**config.mk**
```make
export PLATFORM = sky130hd
export DESIGN_NAME = print_addr_seq
export DESIGN_NICKNAME = d
export VERILOG_FILES = /design/src/pkg/print_seq_pkg.sv /design/src/logic/print_addr_seq.sv
export VERILOG_INCLUDE_DIRS = /design/src /design/src/pkg
export SDC_FILE = /design/constraint.sdc
export NUM_CORES = 1
export LEC_CHECK = 0
export BUFFER_PORTS_ARGS = -buffer_cell sky130_fd_sc_hd__buf_2
export CELL_PAD_IN_SITES_DETAIL_PLACEMENT = 0
export CELL_PAD_IN_SITES_GLOBAL_PLACEMENT = 1
export CORE_ASPECT_RATIO = 0.75
export CORE_MARGIN = 5
export CORE_UTILIZATION = 40
export DETAILED_ROUTE_END_ITERATION = 12
export PLACE_DENSITY = 0.82
export SYNTH_ARGS = -nofsm -noshare
export SYNTH_HDL_FRONTEND = slang
export SYNTH_SLANG_ARGS = --single-unit
```
**constraint.sdc**
```tcl
create_clock -name ref_clk -period 5.4 [get_ports ref_clk]
set_clock_uncertainty 0.05 [all_clocks]
set_input_delay 0.81 -clock ref_clk [delete_from_list [all_inputs] [get_ports ref_clk]]
set_output_delay 0.81 -clock ref_clk [all_outputs]
set_load 0.01 [all_outputs]
```
**src/pkg/print_seq_regs.svh**
```systemverilog
// timing counts and bus codes for the print addressing sequencer
// assumes a 100 MHz ref_clk; counts derive from ns figures, the gap count from a us figure
// Operation
// - idle: hold ready and accept low
// - prepare up to 72 characters, bus idle
// - inter-block gap 17.5 to 1080 ms
// - drive attention low after preparation
// - wait 45 us after attention falls
// - release ready line, then sample both
// - both high: abort with error 69
// - both low: wait for ready rising
// - accept low, ready high: proceed
// - primary address nominally 140 us after attention
// - settle 20 us then assert data valid
// - no timeout awaiting accept high
// - data valid released 18 us later
// - default secondary 12 unless 32 requested
// - 57 us prep, then secondary handshake
// - 37 us after last byte, release attention
// - value 32 omits secondary address
`ifndef PRINT_SEQ_REGS_SVH
`define PRINT_SEQ_REGS_SVH
`define CLK_PERIOD_NS     10
`define BLOCK_CHARS       72
`define GAP_MIN_US        17500
`define RESP_NS           45000
`define PRIM_NS           140000
`define SETTLE_NS         20000
`define DAV_HOLD_NS       18000
`define SEC_PREP_NS       57000
`define ATN_END_NS        37000
`define RESP_CYC          (`RESP_NS / `CLK_PERIOD_NS)
`define PRIM_CYC          (`PRIM_NS / `CLK_PERIOD_NS)
`define SETTLE_CYC        (`SETTLE_NS / `CLK_PERIOD_NS)
`define DAV_HOLD_CYC      (`DAV_HOLD_NS / `CLK_PERIOD_NS)
`define SEC_PREP_CYC      (`SEC_PREP_NS / `CLK_PERIOD_NS)
`define ATN_END_CYC       (`ATN_END_NS / `CLK_PERIOD_NS)
`define GAP_CYC           (`GAP_MIN_US * 100)
`define SEC_DEFAULT       5'h0c
`define SEC_SUPPRESS      6'h20
`define LISTEN_GROUP      3'h1
`define SECOND_GROUP      3'h3
`define ERR_NO_LISTENER   8'h45
`endif

```
**src/pkg/print_seq_pkg.sv**
```systemverilog
// types for the print addressing sequencer
// assumes print_seq_regs.svh supplies the numbers
package print_seq_pkg;
	typedef enum logic [3:0] {
		ST_IDLE,
		ST_PREP,
		ST_RESP,
		ST_READY_WAIT,
		ST_PRIM_WAIT,
		ST_SETTLE,
		ST_NRFD_WAIT,
		ST_ACCEPT_WAIT,
		ST_DAV_HOLD,
		ST_SEC_PREP,
		ST_ATN_END,
		ST_GAP
	} seq_state_t;

	// bus lines as levels, low is asserted
	typedef struct packed {
		logic       atn_n;
		logic       dav_n;
		logic       nrfd_n;
		logic       ndac_n;
		logic [7:0] dio_n;
	} bus_drive_t;

	typedef struct packed {
		logic       start;
		logic       more_blocks;
		logic [4:0] device;
		logic [5:0] secondary;
		logic [6:0] char_count;
	} print_req_t;
endpackage

```
**src/logic/print_addr_seq.sv**
```systemverilog
// print addressing sequencer: attention, listen address, secondary address
// assumes open-collector lines resolved outside; bus inputs are asynchronous
`include "print_seq_regs.svh"
`timescale 1ns/10ps
`default_nettype none
module print_addr_seq
	import print_seq_pkg::*;
#(
	parameter int unsigned GAP_CYCLES = `GAP_CYC
) (
	input  wire logic       ref_clk,
	input  wire logic       rst,
	input  wire print_req_t req,
	input  wire logic       nrfd_in,
	input  wire logic       ndac_in,
	output logic            atn_oe,
	output logic            dav_oe,
	output logic            nrfd_oe,
	output logic            ndac_oe,
	output logic [7:0]      dio_out,
	output logic [7:0]      dio_oe,
	output logic            busy,
	output logic            done,
	output logic            error,
	output logic [7:0]      error_code
);
	initial begin
		if (GAP_CYCLES < 1)
			$error("GAP_CYCLES must be at least one");
	end

	localparam int CW = 32;

	// synchronisers for the two handshake inputs
	logic [1:0] nrfd_sync_reg;
	logic [1:0] ndac_sync_reg;
	always_ff @(posedge ref_clk) begin
		nrfd_sync_reg <= {nrfd_sync_reg[0], nrfd_in};
		ndac_sync_reg <= {ndac_sync_reg[0], ndac_in};
	end
	wire nrfd_hi = nrfd_sync_reg[1];
	wire ndac_hi = ndac_sync_reg[1];

	seq_state_t      state_reg, state_next;
	logic [CW-1:0]   cnt_reg, cnt_next;
	logic [CW-1:0]   since_atn_reg;
	logic            sec_pending_reg, sec_pending_next;
	logic            more_reg, more_next;
	logic [4:0]      dev_reg;
	logic [5:0]      sec_reg;
	logic [7:0]      byte_reg, byte_next;
	bus_drive_t      drv_reg, drv_next;
	logic            done_next, error_next;

	// command bytes: listen group and secondary group
	wire [7:0] listen_byte = {`LISTEN_GROUP, dev_reg};
	wire [7:0] second_byte = {`SECOND_GROUP, (sec_reg == `SEC_SUPPRESS) ? `SEC_DEFAULT : sec_reg[4:0]};
	wire       sec_wanted  = (req.secondary != `SEC_SUPPRESS);
	wire       user_sec    = (req.secondary != 6'h00) && sec_wanted;
	wire       expired     = (cnt_reg == '0);
	wire [CW-1:0] prep_cyc = CW'(req.char_count > 7'(`BLOCK_CHARS) ? `BLOCK_CHARS : req.char_count);
	wire [CW-1:0] prim_left = (since_atn_reg >= CW'(`PRIM_CYC)) ? CW'(1) : CW'(`PRIM_CYC) - since_atn_reg;

	// next state and bus drive
	always_comb begin
		state_next       = state_reg;
		cnt_next         = expired ? cnt_reg : cnt_reg - CW'(1);
		sec_pending_next = sec_pending_reg;
		more_next        = more_reg;
		byte_next        = byte_reg;
		drv_next         = drv_reg;
		done_next        = 1'b0;
		error_next       = 1'b0;
		case (state_reg)
			ST_IDLE: begin
				drv_next = '{atn_n: 1'b1, dav_n: 1'b1, nrfd_n: 1'b0, ndac_n: 1'b0, dio_n: 8'hff};
				if (req.start) begin
					state_next       = ST_PREP;
					cnt_next         = prep_cyc;
					sec_pending_next = sec_wanted;
					more_next        = req.more_blocks;
				end
			end
			ST_PREP: if (expired) begin
				drv_next.atn_n  = 1'b0;
				drv_next.ndac_n = 1'b1;                      // talker lets listeners own accept
				state_next     = ST_RESP;
				cnt_next       = CW'(`RESP_CYC);
			end
			ST_RESP: if (expired) begin
				drv_next.nrfd_n = 1'b1;
				state_next      = ST_READY_WAIT;
				cnt_next        = CW'(2);                    // two sync stages before sampling
			end
			ST_READY_WAIT: if (expired) begin
				if (nrfd_hi && ndac_hi) begin
					error_next = 1'b1;
					drv_next   = '{atn_n: 1'b1, dav_n: 1'b1, nrfd_n: 1'b0, ndac_n: 1'b0, dio_n: 8'hff};
					state_next = ST_IDLE;
				end else if (nrfd_hi) begin
					state_next = ST_PRIM_WAIT;
					cnt_next   = prim_left;
				end
			end
			ST_PRIM_WAIT: if (expired) begin
				drv_next.dio_n = ~listen_byte;
				byte_next      = listen_byte;
				state_next     = ST_SETTLE;
				cnt_next       = CW'(`SETTLE_CYC);
			end
			ST_SETTLE: if (expired)
				state_next = ST_NRFD_WAIT;
			ST_NRFD_WAIT: if (nrfd_hi) begin
				drv_next.dav_n = 1'b0;
				state_next     = ST_ACCEPT_WAIT;
			end
			ST_ACCEPT_WAIT: if (ndac_hi) begin
				state_next = ST_DAV_HOLD;
				cnt_next   = CW'(`DAV_HOLD_CYC);
			end
			ST_DAV_HOLD: if (expired) begin
				drv_next.dav_n = 1'b1;
				if (sec_pending_reg) begin
					state_next = ST_SEC_PREP;
					cnt_next   = CW'(`SEC_PREP_CYC);
				end else begin
					state_next = ST_ATN_END;
					cnt_next   = CW'(`ATN_END_CYC);
				end
			end
			ST_SEC_PREP: if (expired) begin
				sec_pending_next = 1'b0;
				drv_next.dio_n   = ~second_byte;
				byte_next        = second_byte;
				state_next       = ST_SETTLE;
				cnt_next         = CW'(`SETTLE_CYC);
			end
			ST_ATN_END: if (expired) begin
				drv_next.atn_n = 1'b1;
				drv_next.dio_n = 8'hff;
				done_next      = 1'b1;
				if (more_reg) begin
					state_next = ST_GAP;
					cnt_next   = CW'(GAP_CYCLES);
				end else begin
					state_next = ST_IDLE;
				end
			end
			ST_GAP: if (expired)
				state_next = ST_IDLE;
			default: state_next = ST_IDLE;
		endcase
	end

	// state registers
	always_ff @(posedge ref_clk) begin
		if (rst) begin
			state_reg       <= ST_IDLE;
			cnt_reg         <= '0;
			sec_pending_reg <= 1'b0;
			more_reg        <= 1'b0;
			byte_reg        <= 8'h00;
			drv_reg         <= '{atn_n: 1'b1, dav_n: 1'b1, nrfd_n: 1'b0, ndac_n: 1'b0, dio_n: 8'hff};
		end else begin
			state_reg       <= state_next;
			cnt_reg         <= cnt_next;
			sec_pending_reg <= sec_pending_next;
			more_reg        <= more_next;
			byte_reg        <= byte_next;
			drv_reg         <= drv_next;
		end
	end

	// request capture and time since attention fell
	always_ff @(posedge ref_clk) begin
		if (rst) begin
			dev_reg       <= 5'h00;
			sec_reg       <= 6'h00;
			since_atn_reg <= '0;
		end else begin
			if (state_reg == ST_IDLE && req.start) begin
				dev_reg <= req.device;
				sec_reg <= user_sec ? req.secondary : 6'h20 | 6'(`SEC_DEFAULT);
			end
			if (drv_reg.atn_n)
				since_atn_reg <= '0;
			else if (since_atn_reg != '1)
				since_atn_reg <= since_atn_reg + CW'(1);
		end
	end

	// registered outputs; enable high while a line is pulled low
	always_ff @(posedge ref_clk) begin
		if (rst) begin
			atn_oe     <= 1'b0;
			dav_oe     <= 1'b0;
			nrfd_oe    <= 1'b1;
			ndac_oe    <= 1'b1;
			dio_out    <= 8'h00;
			dio_oe     <= 8'h00;
			busy       <= 1'b0;
			done       <= 1'b0;
			error      <= 1'b0;
			error_code <= 8'h00;
		end else begin
			atn_oe  <= ~drv_next.atn_n;
			dav_oe  <= ~drv_next.dav_n;
			nrfd_oe <= ~drv_next.nrfd_n;
			ndac_oe <= ~drv_next.ndac_n;
			dio_out <= 8'h00;
			dio_oe  <= ~drv_next.dio_n;
			busy    <= (state_next != ST_IDLE);
			done    <= done_next;
			error   <= error_next;
			if (error_next)
				error_code <= `ERR_NO_LISTENER;
		end
	end
endmodule
`default_nettype wire

```
==> summary.txt <==
asr flop ratio synth - 0%
pwr/cell area - 620 nW/um2
Clk pwr share - 24.6%
CTS tree - yes
VDD IR-drop max - 347 uV
data arrival time of the worst path - 3.83 ns
R2R depth - 13
CTS clk-pin slew, worst paths - 0.05 ns
Peak Freq - 282 MHz
CP Capture Type - register
leakage - 2.69 nW
final setup violation count - 0
commonest non-fill, non-tap cells in the layout - dfxtp_1 (113), nor2_1 (104), nand2_1 (83), a21oi_1 (54)
CP max stage delay - 0.51 ns
footprint of the multi-input gates - 3680 um2
clk root buf - clkbuf_16
post-synth top area share - 36.1%
synthesis-to-layout area growth - 13.3%
Gate power share - 49.3%
commonest non-fill, non-tap cell in the layout - dfxtp_1
worst-skew pair later-pin latency - 0.42 ns
post-route ant nets - 0
vias - 5974
die footprint - 18300 um2
Seq/Total Area, Yosys - 36.1%
area leader, netlist - dfxtp_1
DIE HEIGHT - 118 um
Max-slew headroom - 33.2%
Synth area leaders - dfxtp_1 (36%), nor2_1 (6.2%), xor2_1 (5.2%)
largest net degree at the start of global routing - 44
# rows - 39
Starting DRT DRC Count - 707
sequential power share - 26.0%
Top FF cell, synth - dfxtp_1
Final min period - 3.55 ns
Critical Path Start Type - register
Tcrit/Tclk final - 65.7%
PnR worst setup slack - 1.85 ns
Mapped Cells - 808
CTS Buffer Depth - 2
I/O pin total - 55
fin nets - 854
Worst EP required - 5.68 ns
drt total wl - 18700 um
core area - 15300 um2
status - complete, no violations
P_int - 2.44 mW
Slew Viols, Final - 0
CTS resizes - 0
Hold-fix buffers, CTS - 0
FF/Latch Area - 2260 um2
# DRC - 0
Hold Path Sink - nrfd_sync_reg[1]$_DFF_P_
number of synthesized flops with an enable pin - 0
DIE WIDTH - 155 um
Wirelength per Cell - 17.9 um
CTS Buf Count - 17
share of cells above drive strength 1 - 12.3%
Hold Fails Final Rpt - 0
critical path, cell by cell - inv_1, ha_1, or4b_4, or3_4, nor3_2, buf_4, inv_2, ha_1, nor3_1, a211oi_1, o31ai_1, a211oi_1, a31oi_1
Seq cells post-synth - 113
Synth Area per Inst - 7.76 um2
detailed placement HPWL - 13300 um
H-tree level count - 4
# fillers - 1556
Syn Std Cell Area - 6270 um2
Crit path buffers/inverters - 3
switching share of total power - 44.5%
HP Class - register to register
crit path max fanout - 25
RR Startpoint - cnt_reg[0]$_SDFF_PP0_
post-CTS setup buffers - 0
routability cong. - 0.941
NetSw - 1.96 mW
crit path kind - register to register
setup TNS - 0 ns
# clock sinks - 113
Starting Density - 40.9%
Worst Min Path Start - nrfd_sync_reg[0]$_DFF_P_
vias in the first global route - 5357
first-pass GRT wire length - 29700 um
n_diodes - 0
max-cap violations - 0
Port Buffers - 41
gr usage total - 20.1%
slowest cell on the critical path - or4b_4
Vias/cell - 5.73
initial antenna violation count - 0
Synth cell types - 65
Crit path max-delay family - simple AND/OR/NAND/NOR gates
Tightest Pin Transition - 0.989 ns
Place WS - 1.93 ns
RSZ-0062 raised after global routing - no
Ys Warns - 0
GRT overflow - 0
r2r endpoint - cnt_reg[0]$_SDFF_PP0_
Worst R2R Setup Slack - 1.85 ns
1st-pass router iterations - 6
Hold Path Depth - 0
## power by group through the flow
| stage | logic, mW | registers, mW | clock network (mW) |
|---|---|---|---|
| final | 2.17 | 1.15 | 1.08 |
| after global routing | 2.37 | 1.17 | 1.14 |
| after CTS | 2.12 | 1.14 | 1.10 |
| after detailed placement | 2.11 | 1.16 | 0 |
| after global placement | 2.11 | 1.16 | 0 |
| after floorplan | 1.60 | 1.13 | 0 |
## synth_stat cells (all sizes together), types with 17 or more instances
master,n
dfxtp,113
nor2,104
nand2,83
a21oi,55
clkbuf,43
o21ai,41
xor2,37
nand3,28
inv,24
xnor2,24
nor3,23
buf,17
## metal layers
layer	part of all wire (%)	wire (um)	vias to the layer above	track usage (%)
met3	10	1940	31	5.52
met1	49	9080	2760	31.3
li1	-	-	2896	-
met4	1.3	236	0	5.85
met2	40	7410	287	26.6
met5	0	0	-	0
## how the worst max path moves through the flow
stage,startpoint,end,depth (start not counted)
floorplan,cnt_reg[0]$_SDFF_PP0_,cnt_reg[0]$_SDFF_PP0_,13
finish,cnt_reg[0]$_SDFF_PP0_,cnt_reg[0]$_SDFF_PP0_,13
global route,cnt_reg[0]$_SDFF_PP0_,cnt_reg[0]$_SDFF_PP0_,13
CTS,cnt_reg[0]$_SDFF_PP0_,cnt_reg[0]$_SDFF_PP0_,13
detailed placement,cnt_reg[0]$_SDFF_PP0_,cnt_reg[0]$_SDFF_PP0_,13
global placement,cnt_reg[0]$_SDFF_PP0_,cnt_reg[0]$_SDFF_PP0_,13
## kinds of logic after synthesis
logic type	synth area share (%)
simple gates	28.5
compound gates	19.4
flops	36.1
buf+inv	5.99
xor+xnor	8.52
fa+ha+maj	0.799
mux	0.639
other cells	0.0598
## cell type report
type                       instances  area share, %
multi-input combinational        623           51.8
tap                              205           3.61
sequential                       113           31.9
inverter                          24           1.27
clock inverter                    11           1.64
clock buffer                      19           6.24
timing repair buffer              47           3.53
## metrics by stage
stage	utilization (%)	cells	hold WS [ns]	power, mW	instance area (um2)
after global placement	42.7	1012	0.272	3.27	6540
final	46.3	1042	0.278	4.40	7100
after floorplan	-	820	0.260	2.73	6310
after CTS	46.3	1042	0.283	4.37	7100
after detailed placement	42.7	1012	0.272	3.27	6540
after global routing	46.3	1042	0.302	4.67	7100
Note: power is estimated with default switching activity, not from simulation.
